$ cat src/timer_channel_pkg.sv
// ============================================================
// register map and field layout of one timer channel
// ============================================================
package timer_channel_pkg;

  // register byte offsets on the bus
  localparam logic [7:0] OFS_CONTROL = 8'h00; // write-only command word
  localparam logic [7:0] OFS_MODE = 8'h04; // mode and line effects
  localparam logic [7:0] OFS_COUNT = 8'h10; // counter_value_reg
  localparam logic [7:0] OFS_CMP_A = 8'h14; // compare_a_reg
  localparam logic [7:0] OFS_CMP_B = 8'h18; // compare_b_reg
  localparam logic [7:0] OFS_CMP_C = 8'h1c; // compare_c_reg
  localparam logic [7:0] OFS_STATUS = 8'h20; // channel_status_reg
  localparam logic [7:0] OFS_IRQ_SET = 8'h24; // irq_enable_set_reg
  localparam logic [7:0] OFS_IRQ_CLR = 8'h28; // irq_enable_clear_reg
  localparam logic [7:0] OFS_IRQ_MASK = 8'h2c; // read-only enable mask

  // command word bits
  localparam int CTL_CLK_ON = 0; // start counter clock
  localparam int CTL_CLK_OFF = 1; // stop counter clock
  localparam int CTL_SW_TRIG = 2; // software trigger

  // mode word bits and fields (low bit of each 2-bit effect field)
  localparam int MODE_LIMIT_TRIG = 14; // compare_c_limit match restarts count
  localparam int MODE_PATTERN = 15; // pattern_mode_flag
  localparam int FLD_A_MATCH_A = 16; // a_match_effect_line_a
  localparam int FLD_C_MATCH_A = 18; // c_match_effect_line_a
  localparam int FLD_EXT_A = 20; // ext_event_effect_line_a
  localparam int FLD_SW_A = 22; // sw_trigger_effect_line_a
  localparam int FLD_B_MATCH_B = 24; // b_match_effect_line_b
  localparam int FLD_C_MATCH_B = 26; // c_match_effect_line_b
  localparam int FLD_EXT_B = 28; // ext_event_effect_line_b
  localparam int FLD_SW_B = 30; // sw_trigger_effect_line_b

  // status flag positions
  localparam int ST_OVERFLOW = 0; // overflow_flag
  localparam int ST_OVERRUN = 1; // load_overrun_flag
  localparam int ST_MATCH_A = 2; // match_a_flag
  localparam int ST_MATCH_B = 3; // match_b_flag
  localparam int ST_MATCH_C = 4; // match_c_flag
  localparam int ST_LOAD_A = 5; // load_a_flag
  localparam int ST_LOAD_B = 6; // load_b_flag
  localparam int ST_EXT_TRIG = 7; // ext_trigger_flag
  localparam int ST_CLK_ON = 16; // counter_clock_on
  localparam int ST_MIRROR_A = 17; // line_a_mirror
  localparam int ST_MIRROR_B = 18; // line_b_mirror

  // flags visible in each mode
  localparam logic [7:0] FLAGS_PATTERN = 8'h9d;
  localparam logic [7:0] FLAGS_CAPTURE = 8'hf3;

  // line effect encodings
  localparam logic [1:0] EFF_NONE = 2'h0;
  localparam logic [1:0] EFF_SET = 2'h1;
  localparam logic [1:0] EFF_CLEAR = 2'h2;
  localparam logic [1:0] EFF_TOGGLE = 2'h3;

  // reset values
  localparam logic [31:0] MODE_RESET = 32'h0000_0000;
  localparam logic [7:0] FLAGS_RESET = 8'h00;

endpackage

$ cat src/timer_channel.sv
// What this block does
// - limit match drives line a per field
// - external event drives line a per field
// - software trigger drives line a per field
// - compare b match drives line b
// - limit match drives line b per field
// - external event drives line b per field
// - software trigger drives line b per field
// - live counter readable, upper bits zero
// - compare a writable only in pattern mode
// - compare b writable only in pattern mode
// - compare c limit always read/write
// - overflow flag sticky, cleared by status read
// - load overrun flag, capture mode only
// - compare a/b match flags, pattern mode only
// - limit match flag in both modes
// - capture load flags, capture mode only
// - external trigger flag sticky until read
// - status shows counter clock enabled
// - status mirrors both timer lines
// - writing ones sets interrupt enables
// - writing ones clears interrupt enables
// - enables readable as mask word
// - pattern flag selects waveform or capture
`timescale 1ns/1ps
module timer_channel #(
  parameter int CNT_W = 16 // counter and compare width
) (
  input wire logic core_clk_i, // peripheral clock
  input wire logic rst_i, // synchronous reset, active high
  // ahb-lite slave
  input wire logic hsel_i,
  input wire logic [7:0] haddr_i,
  input wire logic [1:0] htrans_i,
  input wire logic hwrite_i,
  input wire logic [2:0] hsize_i,
  input wire logic [31:0] hwdata_i,
  input wire logic hready_i,
  output logic [31:0] hrdata_o,
  output logic hreadyout_o,
  output logic hresp_o,
  // counting and events
  input wire logic count_tick_i, // one pulse per selected counter clock edge
  input wire logic ext_event_i, // one pulse per selected external event
  // timer lines as two-way pins
  input wire logic timer_line_a_i,
  output logic timer_line_a_o,
  output logic timer_line_a_oe_o,
  input wire logic timer_line_b_i,
  output logic timer_line_b_o,
  output logic timer_line_b_oe_o,
  output logic irq_o // channel interrupt
);

  // ==========================================================
  // state
  // ==========================================================
  logic [CNT_W-1:0] count_ff, nxt_count; // count_now
  logic [CNT_W-1:0] cmp_a_ff, nxt_cmp_a; // capture_compare_a
  logic [CNT_W-1:0] cmp_b_ff, nxt_cmp_b; // capture_compare_b
  logic [CNT_W-1:0] cmp_c_ff, nxt_cmp_c; // compare_c_limit
  logic [31:0] mode_ff, nxt_mode; // mode word
  logic clk_on_ff, nxt_clk_on; // counter_clock_on
  logic [7:0] flags_ff, nxt_flags; // sticky status flags
  logic [7:0] irq_en_ff, nxt_irq_en; // interrupt enables
  logic line_a_ff, nxt_line_a; // driven level of line a
  logic line_b_ff, nxt_line_b; // driven level of line b
  logic pin_a_prev_ff, nxt_pin_a_prev; // last sampled line a pin
  logic unread_a_ff, nxt_unread_a; // compare a loaded, not yet read
  logic unread_b_ff, nxt_unread_b; // compare b loaded, not yet read
  logic wr_pend_ff, nxt_wr_pend; // write data phase pending
  logic [7:0] wr_addr_ff, nxt_wr_addr; // address of pending write
  logic [31:0] rdata_ff, nxt_rdata; // read data for data phase

  // ==========================================================
  // decode and events
  // ==========================================================
  logic pattern; // waveform mode selected
  logic acc, rd_acc; // accepted transfer, accepted read
  logic st_rd, a_rd, b_rd; // reads with side effects
  logic ctl_wr; // command word written
  logic sw_trig; // software trigger command
  logic step; // counter advances this cycle
  logic hit_a, hit_b, hit_c, wrap; // compare matches and overflow
  logic load_a, load_b; // capture loads
  logic overrun; // load while previous unread
  logic [7:0] ev; // flag set events
  logic [7:0] vis; // flags visible in current mode
  logic [31:0] status; // status word as read

  assign pattern = mode_ff[timer_channel_pkg::MODE_PATTERN];
  assign acc = hsel_i && hready_i && htrans_i[1];
  assign rd_acc = acc && !hwrite_i;
  assign st_rd = rd_acc && (haddr_i == timer_channel_pkg::OFS_STATUS);
  assign a_rd = rd_acc && (haddr_i == timer_channel_pkg::OFS_CMP_A);
  assign b_rd = rd_acc && (haddr_i == timer_channel_pkg::OFS_CMP_B);
  assign ctl_wr = wr_pend_ff && (wr_addr_ff == timer_channel_pkg::OFS_CONTROL);
  assign sw_trig = ctl_wr && hwdata_i[timer_channel_pkg::CTL_SW_TRIG];
  assign step = clk_on_ff && count_tick_i;
  assign hit_a = step && (count_ff == cmp_a_ff);
  assign hit_b = step && (count_ff == cmp_b_ff);
  assign hit_c = step && (count_ff == cmp_c_ff);
  assign wrap = step && (count_ff == {CNT_W{1'b1}});
  // capture edges of line a: rising loads a, falling loads b
  assign load_a = !pattern && clk_on_ff && timer_line_a_i && !pin_a_prev_ff;
  assign load_b = !pattern && clk_on_ff && !timer_line_a_i && pin_a_prev_ff;
  assign overrun = (load_a && unread_a_ff) || (load_b && unread_b_ff);

  assign ev[timer_channel_pkg::ST_OVERFLOW] = wrap;
  assign ev[timer_channel_pkg::ST_OVERRUN] = !pattern && overrun;
  // compare a/b matches only in pattern mode, limit match in both
  assign ev[timer_channel_pkg::ST_MATCH_A] = pattern && hit_a;
  assign ev[timer_channel_pkg::ST_MATCH_B] = pattern && hit_b;
  assign ev[timer_channel_pkg::ST_MATCH_C] = hit_c;
  // capture loads only in capture mode
  assign ev[timer_channel_pkg::ST_LOAD_A] = load_a;
  assign ev[timer_channel_pkg::ST_LOAD_B] = load_b;
  assign ev[timer_channel_pkg::ST_EXT_TRIG] = ext_event_i;

  assign vis = pattern ? timer_channel_pkg::FLAGS_PATTERN
                       : timer_channel_pkg::FLAGS_CAPTURE;

  // status word; mode-hidden flags read as zero
  always_comb begin
    status = 32'h0;
    status[7:0] = flags_ff & vis;
    status[timer_channel_pkg::ST_CLK_ON] = clk_on_ff;
    status[timer_channel_pkg::ST_MIRROR_A] = pattern ? line_a_ff : timer_line_a_i;
    status[timer_channel_pkg::ST_MIRROR_B] = pattern ? line_b_ff : timer_line_b_i;
  end

  // applies one 2-bit effect to a line level
  function automatic logic apply_eff(input logic cur, input logic [1:0] eff);
    logic res;
    res = cur;
    case (eff)
      timer_channel_pkg::EFF_SET: res = 1'b1;
      timer_channel_pkg::EFF_CLEAR: res = 1'b0;
      timer_channel_pkg::EFF_TOGGLE: res = !cur;
      default: res = cur;
    endcase
    return res;
  endfunction

  // picks the 2-bit field at a low-bit position of the mode word
  function automatic logic [1:0] fld(input logic [31:0] m, input int pos);
    return m[pos +: 2];
  endfunction

  // ==========================================================
  // bus slave: zero wait, always okay
  // ==========================================================
  assign hreadyout_o = 1'b1;
  assign hresp_o = 1'b0;
  assign hrdata_o = rdata_ff;

  // read data is fetched in the address phase and held in the data phase
  always_comb begin
    nxt_wr_pend = acc && hwrite_i;
    nxt_wr_addr = acc ? haddr_i : wr_addr_ff;
    nxt_rdata = rdata_ff;
    if (rd_acc) begin
      unique case (haddr_i)
        timer_channel_pkg::OFS_MODE: nxt_rdata = mode_ff;
        timer_channel_pkg::OFS_COUNT: nxt_rdata = 32'(count_ff);
        timer_channel_pkg::OFS_CMP_A: nxt_rdata = 32'(cmp_a_ff);
        timer_channel_pkg::OFS_CMP_B: nxt_rdata = 32'(cmp_b_ff);
        timer_channel_pkg::OFS_CMP_C: nxt_rdata = 32'(cmp_c_ff);
        timer_channel_pkg::OFS_STATUS: nxt_rdata = status;
        timer_channel_pkg::OFS_IRQ_MASK: nxt_rdata = 32'(irq_en_ff);
        default: nxt_rdata = 32'h0; // unmapped and write-only read zero
      endcase
    end
  end

  // ==========================================================
  // registers, counter, flags and lines
  // ==========================================================
  always_comb begin
    nxt_mode = mode_ff;
    nxt_cmp_a = cmp_a_ff;
    nxt_cmp_b = cmp_b_ff;
    nxt_cmp_c = cmp_c_ff;
    nxt_irq_en = irq_en_ff;
    nxt_clk_on = clk_on_ff;
    nxt_count = count_ff;
    nxt_line_a = line_a_ff;
    nxt_line_b = line_b_ff;
    nxt_pin_a_prev = timer_line_a_i;
    // software writes in the data phase
    if (wr_pend_ff) begin
      unique case (wr_addr_ff)
        timer_channel_pkg::OFS_MODE: nxt_mode = hwdata_i;
        // compare a only in pattern mode
        timer_channel_pkg::OFS_CMP_A: if (pattern) nxt_cmp_a = hwdata_i[CNT_W-1:0];
        // compare b only in pattern mode
        timer_channel_pkg::OFS_CMP_B: if (pattern) nxt_cmp_b = hwdata_i[CNT_W-1:0];
        timer_channel_pkg::OFS_CMP_C: nxt_cmp_c = hwdata_i[CNT_W-1:0];
        timer_channel_pkg::OFS_IRQ_SET: nxt_irq_en = irq_en_ff | hwdata_i[7:0];
        timer_channel_pkg::OFS_IRQ_CLR: nxt_irq_en = irq_en_ff & ~hwdata_i[7:0];
        default: nxt_irq_en = irq_en_ff; // others have no stored effect
      endcase
    end
    // counter clock commands; disable wins over enable
    if (ctl_wr && hwdata_i[timer_channel_pkg::CTL_CLK_ON]) nxt_clk_on = 1'b1;
    if (ctl_wr && hwdata_i[timer_channel_pkg::CTL_CLK_OFF]) nxt_clk_on = 1'b0;
    // counting, with restart on trigger or limit
    if (step) nxt_count = count_ff + 1'b1;
    if (hit_c && mode_ff[timer_channel_pkg::MODE_LIMIT_TRIG]) begin
      nxt_count = '0;
    end
    if (sw_trig && !(ctl_wr && hwdata_i[timer_channel_pkg::CTL_CLK_OFF])) begin
      nxt_count = '0;
      nxt_clk_on = 1'b1;
    end
    // capture loads take the counter value
    if (load_a) nxt_cmp_a = count_ff;
    if (load_b) nxt_cmp_b = count_ff;
    // line effects; one source per line per cycle, trigger over event over limit match over a/b matches
    if (pattern) begin
      if (sw_trig) begin
        nxt_line_a = apply_eff(line_a_ff, fld(mode_ff, timer_channel_pkg::FLD_SW_A));
        nxt_line_b = apply_eff(line_b_ff, fld(mode_ff, timer_channel_pkg::FLD_SW_B));
      end else if (ext_event_i) begin
        nxt_line_a = apply_eff(line_a_ff, fld(mode_ff, timer_channel_pkg::FLD_EXT_A));
        nxt_line_b = apply_eff(line_b_ff, fld(mode_ff, timer_channel_pkg::FLD_EXT_B));
      end else begin
        if (hit_c) begin
          nxt_line_a = apply_eff(line_a_ff, fld(mode_ff, timer_channel_pkg::FLD_C_MATCH_A));
          nxt_line_b = apply_eff(line_b_ff, fld(mode_ff, timer_channel_pkg::FLD_C_MATCH_B));
        end else begin
          if (hit_a) begin
            nxt_line_a = apply_eff(line_a_ff, fld(mode_ff, timer_channel_pkg::FLD_A_MATCH_A));
          end
          if (hit_b) begin
            // compare b match on line b
            nxt_line_b = apply_eff(line_b_ff, fld(mode_ff, timer_channel_pkg::FLD_B_MATCH_B));
          end
        end
      end
    end
  end

  // sticky flags: a new event wins over a status read in the same cycle
  always_comb begin
    nxt_flags = (st_rd ? timer_channel_pkg::FLAGS_RESET : flags_ff) | ev;
    // unread trackers: a new load wins over the read
    nxt_unread_a = load_a || (unread_a_ff && !a_rd && !st_rd);
    nxt_unread_b = load_b || (unread_b_ff && !b_rd && !st_rd);
  end

  // registering of all state
  always_ff @(posedge core_clk_i) begin
    if (rst_i) begin
      count_ff <= '0;
      cmp_a_ff <= '0;
      cmp_b_ff <= '0;
      cmp_c_ff <= '0;
      mode_ff <= timer_channel_pkg::MODE_RESET;
      clk_on_ff <= 1'b0;
      flags_ff <= timer_channel_pkg::FLAGS_RESET;
      irq_en_ff <= 8'h00;
      line_a_ff <= 1'b0;
      line_b_ff <= 1'b0;
      pin_a_prev_ff <= 1'b0;
      unread_a_ff <= 1'b0;
      unread_b_ff <= 1'b0;
      wr_pend_ff <= 1'b0;
      wr_addr_ff <= 8'h00;
      rdata_ff <= 32'h0;
    end else begin
      count_ff <= nxt_count;
      cmp_a_ff <= nxt_cmp_a;
      cmp_b_ff <= nxt_cmp_b;
      cmp_c_ff <= nxt_cmp_c;
      mode_ff <= nxt_mode;
      clk_on_ff <= nxt_clk_on;
      flags_ff <= nxt_flags;
      irq_en_ff <= nxt_irq_en;
      line_a_ff <= nxt_line_a;
      line_b_ff <= nxt_line_b;
      pin_a_prev_ff <= nxt_pin_a_prev;
      unread_a_ff <= nxt_unread_a;
      unread_b_ff <= nxt_unread_b;
      wr_pend_ff <= nxt_wr_pend;
      wr_addr_ff <= nxt_wr_addr;
      rdata_ff <= nxt_rdata;
    end
  end

  // ==========================================================
  // outputs
  // ==========================================================
  // lines are driven only in pattern mode
  assign timer_line_a_o = line_a_ff;
  assign timer_line_b_o = line_b_ff;
  assign timer_line_a_oe_o = pattern;
  assign timer_line_b_oe_o = pattern;
  // enabled visible flags raise the interrupt
  assign irq_o = |(flags_ff & vis & irq_en_ff);

  // ==========================================================
  // checks
  // ==========================================================
  property p_lim_set_a;
    @(posedge core_clk_i) disable iff (rst_i)
      (pattern && hit_c && !sw_trig && !ext_event_i
       && fld(mode_ff, timer_channel_pkg::FLD_C_MATCH_A) == timer_channel_pkg::EFF_SET)
      |=> timer_line_a_o;
  endproperty
  a_lim_set_a: assert property (p_lim_set_a) else $error("limit set on line a missed");

  property p_sw_tog_b;
    @(posedge core_clk_i) disable iff (rst_i)
      (pattern && sw_trig
       && fld(mode_ff, timer_channel_pkg::FLD_SW_B) == timer_channel_pkg::EFF_TOGGLE)
      |=> timer_line_b_o != $past(timer_line_b_o);
  endproperty
  a_sw_tog_b: assert property (p_sw_tog_b) else $error("trigger toggle on line b missed");

  property p_ext_clr_a;
    @(posedge core_clk_i) disable iff (rst_i)
      (pattern && ext_event_i && !sw_trig
       && fld(mode_ff, timer_channel_pkg::FLD_EXT_A) == timer_channel_pkg::EFF_CLEAR)
      |=> !timer_line_a_o;
  endproperty
  a_ext_clr_a: assert property (p_ext_clr_a) else $error("event clear on line a missed");

  property p_ovf_sticky;
    @(posedge core_clk_i) disable iff (rst_i)
      (wrap || (flags_ff[timer_channel_pkg::ST_OVERFLOW] && !st_rd))
      |=> flags_ff[timer_channel_pkg::ST_OVERFLOW];
  endproperty
  a_ovf_sticky: assert property (p_ovf_sticky) else $error("overflow flag lost");

  property p_rd_clears;
    @(posedge core_clk_i) disable iff (rst_i)
      (st_rd && ev == 8'h00) |=> flags_ff == 8'h00;
  endproperty
  a_rd_clears: assert property (p_rd_clears) else $error("status read did not clear");

  property p_cmp_a_locked;
    @(posedge core_clk_i) disable iff (rst_i)
      (!pattern && !load_a) |=> cmp_a_ff == $past(cmp_a_ff);
  endproperty
  a_cmp_a_locked: assert property (p_cmp_a_locked) else $error("compare a changed");

  property p_ier_sets;
    @(posedge core_clk_i) disable iff (rst_i)
      (wr_pend_ff && wr_addr_ff == timer_channel_pkg::OFS_IRQ_SET)
      |=> (irq_en_ff & $past(hwdata_i[7:0])) == $past(hwdata_i[7:0]);
  endproperty
  a_ier_sets: assert property (p_ier_sets) else $error("enable not set");

  property p_idr_clears;
    @(posedge core_clk_i) disable iff (rst_i)
      (wr_pend_ff && wr_addr_ff == timer_channel_pkg::OFS_IRQ_CLR)
      |=> (irq_en_ff & $past(hwdata_i[7:0])) == 8'h00;
  endproperty
  a_idr_clears: assert property (p_idr_clears) else $error("enable not cleared");

  property p_mode_hide;
    @(posedge core_clk_i) disable iff (rst_i)
      pattern |-> status[timer_channel_pkg::ST_LOAD_A] == 1'b0
                  && status[timer_channel_pkg::ST_OVERRUN] == 1'b0;
  endproperty
  a_mode_hide: assert property (p_mode_hide) else $error("capture flag seen in pattern mode");

  property p_irq;
    @(posedge core_clk_i) disable iff (rst_i)
      (ev[timer_channel_pkg::ST_MATCH_C] && irq_en_ff[timer_channel_pkg::ST_MATCH_C]
       && !(wr_pend_ff && wr_addr_ff == timer_channel_pkg::OFS_IRQ_CLR)) |=> irq_o;
  endproperty
  a_irq: assert property (p_irq) else $error("interrupt not raised");

endmodule // timer_channel

$ cat config.mk
export PLATFORM = sky130hd
export DESIGN_NAME = timer_channel
export DESIGN_NICKNAME = d
export VERILOG_FILES = /design/src/timer_channel_pkg.sv /design/src/timer_channel.sv
export SDC_FILE = /design/constraint.sdc
export NUM_CORES = 1
export LEC_CHECK = 0
export BUFFER_PORTS_ARGS = -buffer_cell sky130_fd_sc_hd__buf_4
export CELL_PAD_IN_SITES_DETAIL_PLACEMENT = 1
export CELL_PAD_IN_SITES_GLOBAL_PLACEMENT = 1
export CORE_UTILIZATION = 41
export CTS_BUF_LIST = sky130_fd_sc_hd__clkbuf_4 sky130_fd_sc_hd__clkbuf_8
export CTS_CLUSTER_SIZE = 30
export DETAILED_ROUTE_END_ITERATION = 12
export GPL_TIMING_DRIVEN = 0
export PLACE_DENSITY_LB_ADDON = 0.1
export SYNTH_ARGS = -nofsm -noshare
export SYNTH_HDL_FRONTEND = slang
export SYNTH_SLANG_ARGS = --single-unit
$ cat constraint.sdc
create_clock -name core_clk_i -period 2.1 [get_ports core_clk_i]
set_clock_uncertainty 0.2 [all_clocks]
set_input_delay 0.21 -clock core_clk_i [delete_from_list [all_inputs] [get_ports core_clk_i]]
set_output_delay 0.21 -clock core_clk_i [all_outputs]
set_load 0.02 [all_outputs]
Yosys cells after proc, flatten, opt, wreduce, memory -nomap -nowiden
Index checks and enable logic that the tools add are counted.
{"block": "word_totals", "in_bits": 54, "ff_bits": 159, "word_cells": 169, "n_memories": 0, "latchBits": 0, "out_inout_bits": 39, "mem_bits_rw": 0, "rom_bits": 0}
{"block": "classes", "n_lt_le_gt_ge": 0, "shift": 0, "reduce_logical": 67, "bitwise": 6, "n_eq_ne": 47, "multipliers": 0, "add_sub_neg": 1, "n_div": 0, "muxes": 32}
{"op": "$pmux 32 s7", "count": 1}
{"op": "$mux 16", "count": 7}
{"op": "$eq 8x5->1 const B", "count": 7}
{"op": "$eq 16x16->1", "count": 3}
{"op": "$eq 2x2->1 const B", "count": 16}
{"op": "$eq 8x6->1 const B", "count": 4}
{"op": "$logic_and 1x1->1", "count": 32}
{"op": "$and 8x8->8", "count": 3}
{"op": "$pmux 1 s3", "count": 8}
{"op": "$add 16x1->16 const B", "count": 1}
{"op": "$eq 16x16->1 const B", "count": 1}
{"op": "$eq 2x1->1 const B", "count": 8}
{"op": "$eq 8x3->1 const B", "count": 2}
{"op": "$or 8x8->8", "count": 2}
{"op": "$pmux 8 s2", "count": 1}
{"op": "$reduce_bool 2->1", "count": 7}
{"op": "$mux 1", "count": 13}
{"op": "$ne 6x3->1 const B", "count": 2}
{"op": "$reduce_and 6->1", "count": 2}
{"op": "$reduce_bool 6->1", "count": 2}
{"op": "$logic_not 1->1", "count": 10}
{"op": "$ne 5x1->1 const B", "count": 2}
{"op": "$logic_not 8->1", "count": 1}
{"op": "$mux 8", "count": 1}
{"op": "other kinds (10)", "count": 17}

Logic depth before layout (Yosys ltp)
Gate-level depths: netlist of the first run.
{"block": "logic_depth", "ltp_word": 8, "depth_mapped": 8, "ltp_nobuf": 6}

Worst setup path before layout of the first run
OpenSTA, ideal clock, no wires.
{"block": "synth_timing", "path_type": "register -> register", "start": "register count_ff[14]", "end": "register count_ff[11]", "synth_period_minus_slack_ns": 1.963, "setup_time_ns": 0.115, "path_buffers": 2, "arrival_ns": 1.649, "stages_incl_launch_ff": 9, "path_slack_ns": 0.137, "path_cell_list": "dfxtp_1 -> buf_2 -> xnor2_1 -> nand4_1 -> nor3_1 -> and2_1 -> a211o_2 -> buf_4 -> nor2_1"}
{"block": "synth_between", "elab_chain_len": 4}
{"element": "start, declared", "line": "timer_channel.sv:58", "text": "logic [CNT_W-1:0] count_ff, nxt_count;"}
{"element": "start signal, assigned", "line": "timer_channel.sv:272", "text": "count_ff <= nxt_count;"}
{"element": "$eq 16x16->1", "line": "timer_channel.sv:102", "text": "assign hit_c = step && (count_ff == cmp_c_ff);"}
{"element": "$logic_and 1x1->1", "line": "timer_channel.sv:102"}
{"element": "$logic_and 1x1->1", "line": "timer_channel.sv:209", "text": "if (hit_c && mode_ff[timer_channel_pkg::MODE_LIMIT_TRIG]) begin"}
{"element": "$reduce_or 3->1 (no source line)"}
No other way between the ends.
A chain may end at the register's enable or synchronous reset.

Worst setup path in the final report of the first run
{"block": "layout_timing", "start": "register count_ff[4]", "end": "register line_a_ff (netlist: timer_line_a_o)"}
{"block": "layout_between", "elab_chain_len": 5, "elab_cells_between_ends": 11}
{"element": "parallel branches: the longest is 5 deep, another holds $eq 16x16->1"}
{"element": "end signal, assigned", "line": "timer_channel.sv:280", "text": "line_a_ff <= nxt_line_a;"}
{"element": "end, declared", "line": "timer_channel.sv:66", "text": "logic line_a_ff, nxt_line_a;"}
Several ways; the timed one is not identified.

==> results of run 1 <==
## metrics by stage
step	power, W	std cells	cell area [sq um]	hold slack, ps
final	0.00587	1381	10400	36.0
after global routing	0.00603	1381	10400	44.4
after CTS	0.00587	1376	10200	16.0
after detailed placement	0.00349	1293	9020	249
after global placement	0.00348	1293	9020	245
after floorplan	0.00329	950	8070	127
## metal layers
metal  up-vias  track usage  wire (um)
li1       3641            -          -
met1      3889        0.412      14000
met2       278        0.500      14400
met3        51       0.0599       1880
met4         0        0.114        813
met5         -            0          0
## registers in the layout (all words and copies together), names as in the netlist, named ones only
signal and cells:
hrdata_o 32, mode_ff 32, cmp_a_ff 16, cmp_b_ff 16, cmp_c_ff 16, count_ff 16
flags_ff 8, wr_addr_ff 8, clk_on_ff 1, pin_a_prev_ff 1, timer_line_a_o 1, timer_line_b_o 1
unread_a_ff 1, unread_b_ff 1, wr_pend_ff 1
## cells in the final DEF (no fill, tap or decap), drive strengths merged, types with 5 or more instances in the layout
cell type and n:
dfxtp 159, nand2 144, buf 139, nor2 120, a21oi 79, clkbuf 58, mux2i 57, dlygate4sd3 38
xnor2 36, a211oi 35, xor2 27, nand3 23, a22oi 17, inv 17, nor3 17, o21ai 16
nand4 15, mux4 13, a32oi 10, ha 9, and3 8, nand2b 8, a22o 6, nor4 6
clkinv 5
## worst paths after layout
check / end / slack, ps
setup / recovery: timer_line_a_o$_SDFFE_PP0P_ / -120
hold / removal: mode_ff[1]$_SDFFE_PP0P_ / 40
setup reg to reg: timer_line_a_o$_SDFFE_PP0P_ / -120
hold reg to reg: hrdata_o[28]$_SDFFE_PP0P_ / 260
## critical path, stage by stage (launching register included)
cell and delay [ps]:
dfxtp_2 330, buf_6 140, xor2_1 160, nor4_2 380
nand4_1 200, a211o_1 330, o211a_1 240, a311oi_2 170
## layout make-up
type                    count  share of cell area
multi-input cells         699               0.460
repair buffers            144               0.114
plain buffers              74              0.0455
inverters                  13             0.00504
flip-flops and latches    159               0.307
clock buffers              17              0.0224
well taps                 260              0.0312
clock inverters            15              0.0152
## power breakdown
part           internal [W]  total (W)  switching (W)
sequential          0.00303    0.00304      0.0000166
clock               0.00107    0.00236        0.00129
combinational      0.000194   0.000469       0.000274
## cell families after synthesis
kind of cell / synth area share
flops: 0.394
buf+inv: 0.0513
simple gates: 0.205
compound gates: 0.159
other cells: 0.000931
xor+xnor: 0.0684
fa+ha+maj: 0.0140
mux: 0.107
## what timing repair did
item / CTS / global route
setup buffers: 16 / 7
hold endpoints to repair: 88 / 0
pin swaps: 14 / 18
hold buffers: 38 / 0
endpoints found under the setup margin: 104 / 91
resized for setup: 77 / 43
==> impl_metrics.yaml, run 1 <==
outcome:
  outcome: "complete, but fails checks"
  violations: "negative setup slack"
route:
  drc_errors: 0
  routed_via_density: 5.69
  drtAntennaViolNets: 0
  wl_per_cell_um: 22.5
  vias: 7859
  dr.pass1.iters: 8
  wirelength_mm: 31.1
  drtIter0Drc: 527
global_route:
  grt_pass1_vias: 7821
  antenna_found_initial: 0
  grtUsageTotal: 0.311
  grt-ovfl-total: 0
  grt_max_degree: 17
  grt_pass1_wl_mm: 46.1
yosys:
  netlist-cell-type-count: 67
  yosys.area.top_type_share: 0.394
  synth_ff_type: "dfxtp_1"
  netlist_area_sq_um: 8070
  syn-instance-count: 950
  ys_top_cells_by_count: "dfxtp_1, nand2_1, nor2_1"
  synth-edff-count: 0
  synth_most_common_cell: "dfxtp_1"
  synth_area_leaders: "dfxtp_1, mux2i_1, nand2_1"
  yosys.area.top_type: "dfxtp_1"
  yosysWarnings: 0
  synth_seq_cells: 159
  async_flop_share: 0
  syn_nets: 1013
  yosysSeqAreaShare: 0.394
  postSynthAreaPerCell_sq_um: 8.49
power_and_ir_drop:
  leakagePower_nw: 3.89
  irDropWorstVdd_mv: 0.632
  power_density_nw_per_um2: 563
clocking:
  clock_sinks: 159
  clockBufferDepth: 2
  cts_tree: "done"
  cts_made_buffers: 17
  insertion_delay_ps: 470
  cts_max_level: 4
  cts-root-buf: "clkbuf_8"
  clk_pin_slew_ps: 90
setup_path:
  worst-r2r-cell-count: 7
  arrival_ps: 2420
  end_kind: "flip-flop"
  rr_startpoint: "count_ff[4]$_SDFFE_PP0P_"
  cp_max_fo: 8
  critPathLaunch: "count_ff[4]$_SDFFE_PP0P_"
  cp.required_ps: 2290
  startpoint_type: "flip-flop"
  critPathKind: "flip-flop to flip-flop"
sta:
  fin_crit_ps: 2220
  rsz0062_at_grt: "yes"
  final-hold-violation-count: 0
  clock.fmax_mhz: 450
  worst_slew_pin_slew_ps: 852
  setup_viol_count_final: 2
  slew_headroom: 0.432
  setup_ws_ps: -123
  tns_ps: -180
  drv_slew: 0
  fin_crit_sh: 1.06
finish:
  drive_gt1_frac: 0.228
  areaGrowthSynthToFinish_pct: 29.2
  diodes: 0
  multi_input_area_sq_um: 4790
  regArea_sq_um: 3200
  n_fill_cell: 2267
  num-nets-final: 1171
  final_util: 0.548
flow_run:
  max_cap_viol_count: 0
floorplanning:
  rows: 50
  core_sq_um: 19000
  die_h_um: 142
  top_level_ports: 93
  die_w_um: 142
  die_area_sq_um: 20200
  initial_core_util: 0.424
placed_design:
  pre_cts_ws_ps: -549
  post-dp-hpwl_mm: 22.1
  port_buffers: 83
  gp_congestion: 0.886
worst_hold_path:
  hold_path.startpoint: "hwdata_i[1]"
  hold_depth: 3
  hp-class: "input pin to flip-flop"
Power figures use the tool's default switching activity.
==> inputs of run 2 (changes only) <==
--- a/config.mk
+++ b/config.mk
@@ -14,6 +14,7 @@
 export DETAILED_ROUTE_END_ITERATION = 12
 export GPL_TIMING_DRIVEN = 0
 export PLACE_DENSITY_LB_ADDON = 0.1
+export SETUP_SLACK_MARGIN = 0.5
 export SYNTH_ARGS = -nofsm -noshare
 export SYNTH_HDL_FRONTEND = slang
 export SYNTH_SLANG_ARGS = --single-unit
==> run 2 against run 1 <==
The flow finishes with violations (negative hold slack, negative setup slack); flip-flop and latch count unchanged; setup slack worse by 340 ps; critical path depth is 1 higher; final area up 24%; largest power group unchanged.
==> impl_metrics.yaml, run 2 (synthesis gave the netlist of run 1 again) <==
outcome:
  outcome: "complete, but fails checks"
  violations: "negative hold slack, negative setup slack"
finish:
  layout_commonest_cell: "dfxtp_1"
  num-nets-final: 1241
  drive_gt1_frac: 0.476
  finalInstanceArea_sq_um: 12900
  areaGrowthSynthToFinish_pct: 60.2
  final_util: 0.680
  final_cell_mix: "dfxtp_1, buf_4, nand2_1, nor2_1, mux2i_1"
sta:
  final-hold-violation-count: 2
  rsz0062_at_grt: "yes"
  worst_slew_pin_slew_ps: 1060
  setup_viol_count_final: 53
  fin_crit_sh: 1.22
  setup_ws_ps: -460
  slew_headroom: 0.296
  clock.fmax_mhz: 391
  hold_slack_ps: -23.2
  fin_crit_ps: 2560
  drv_slew: 0
worst_hold_path:
  hold_depth: 3
  hp-class: "input pin to flip-flop"
route:
  routed_via_density: 6.53
  drtAntennaViolNets: 0
  drc_errors: 0
  drtIter0Drc: 1017
  wirelength_mm: 44.5
  dr.pass1.iters: 6
  wl_per_cell_um: 30.6
  vias: 9486
global_route:
  grt_pass1_wl_mm: 51.4
  antenna_found_initial: 2
  grt_pass1_vias: 8501
  grtUsageTotal: 0.345
  grt_max_degree: 17
  grt-ovfl-total: 0
floorplanning:
  die_area_sq_um: 20200
  initial_core_util: 0.424
  die_w_um: 142
  top_level_ports: 93
  die_h_um: 142
  core_sq_um: 19000
  rows: 50
setup_path:
  cp_num_cells: 8
  startpoint_type: "flip-flop"
  arrival_ps: 2770
  slowest_delay_ps: 530
  path_buf_inv: 3
  cp.required_ps: 2310
  critical_path.most_common_cell: "buf_6"
  cp_max_fo: 5
  worst-r2r-cell-count: 8
  cp_cell_sequence: "nor3b_4, buf_6, buf_6, nand4_1, buf_6, o311ai_0, a21oi_1, o311a_1"
  critPathKind: "flip-flop to flip-flop"
  cp_slowest_cell: "o311ai_0"
  critical-path-top-delay-family: "compound AO/OA/AOI/OAI gates"
  end_kind: "flip-flop"
placed_design:
  post-dp-hpwl_mm: 21.6
  port_buffers: 83
  place_area_sq_um: 9380
  gp_congestion: 0.933
power_and_ir_drop:
  leakagePower_nw: 4.93
  total_power_w: 0.00634
  power_density_nw_per_um2: 490
  irDropWorstVdd_mv: 0.483
flow_run:
  max_cap_viol_count: 0
clocking:
  cts_max_level: 4
  cts-root-buf: "clkbuf_8"
  insertion_delay_ps: 520
  clk_pin_slew_ps: 100
  ctsHoldBuffers: 39
  cts_tree: "done"
  clock_sinks: 159
  clockBufferDepth: 2
  cts_made_buffers: 17
==> run 2: changes by cell type in the layout (fill, tap and decap cells not counted), moves of 18 or more <==
cell      delta
nor2_4      +24
nor2_2      +19
buf_12      +19
nand2_4     +49
nand3_2     +18
nand3_1     -18
a21oi_1     -38
a211oi_1    -30
nor2_1      -43
a211oi_2    +30
buf_6       +39
nand2_1     -63
a21oi_2     +38
==> run 2: stage by stage <==
| step | TNS, ps | worst slack [ps] | cells | hold WS, ps |
|---|---|---|---|---|
| after floorplan | 0 | 233 | 950 | 127 |
| after global placement | -13280 | -333 | 1293 | 244 |
| after detailed placement | -15040 | -324 | 1293 | 250 |
| after CTS | -108 | -60.5 | 1401 | 1.53 |
| after global routing | -8630 | -486 | 1451 | -6.79 |
| final | -6890 | -460 | 1452 | -23.2 |
==> run 2: worst reg2reg max path: stages, from the launching register on <==
cell and delay [ps]:
dfxtp_2 340, nor3b_4 310, buf_6 160, buf_6 90, nand4_1 160, buf_6 240
o311ai_0 530, a21oi_1 230, o311a_1 180
==> run 2: what timing repair did <==
| item | CTS | global route |
|---|---|---|
| setup buffers | 33 | 40 |
| cloned | 4 | 10 |
| endpoints found under the setup margin | 150 | 152 |
| hold endpoints to repair | 88 | 1 |
| resized for setup | 194 | 311 |
| pin swaps | 59 | 140 |
==> run 2: final cells by class <==
class / instances / area (sq um)
Multi-Input combinational cell: 699 / 6020
Timing Repair Buffer: 209 / 2030
Sequential cell: 159 / 3220
Buffer: 79 / 838
Tap cell: 260 / 325
Antenna cell: 1 / 2.50
Clock buffer: 21 / 283
Fill cell: 2047 / 6090
Inverter: 13 / 53.8
Clock inverter: 11 / 156
==> run 2: final timing paths <==
kind | startpoint | endpoint | slack [ps]
setup reg to reg | wr_addr_ff[6]$_SDFFE_PP0P_ | timer_line_b_o$_SDFFE_PP0P_ | -460
setup / recovery | wr_addr_ff[6]$_SDFFE_PP0P_ | timer_line_b_o$_SDFFE_PP0P_ | -460
hold reg to reg | hrdata_o[25]$_SDFFE_PP0P_ | hrdata_o[25]$_SDFFE_PP0P_ | 270
hold / removal | hready_i | wr_pend_ff$_SDFF_PP0_ | -20
==> run 2: where the power goes <==
part	switching [W]	leakage, nW	internal (W)
Combinational	0.000376	3.41	0.000239
Clock	0.00138	0.224	0.00130
Sequential	0.0000195	1.29	0.00302
Total	0.00178	4.93	0.00456
==> run 2: metal layers <==
| layer | vias to the layer above | part of all wire | wire [um] | global-route usage |
|---|---|---|---|---|
| met3 | 279 | 0.094 | 4180 | 0.0653 |
| met4 | 4 | 0.066 | 2940 | 0.147 |
| met2 | 706 | 0.46 | 20700 | 0.556 |
| met5 | - | 0.00061 | 27 | 0 |
| li1 | 3784 | - | - | - |
| met1 | 4713 | 0.37 | 16700 | 0.450 |
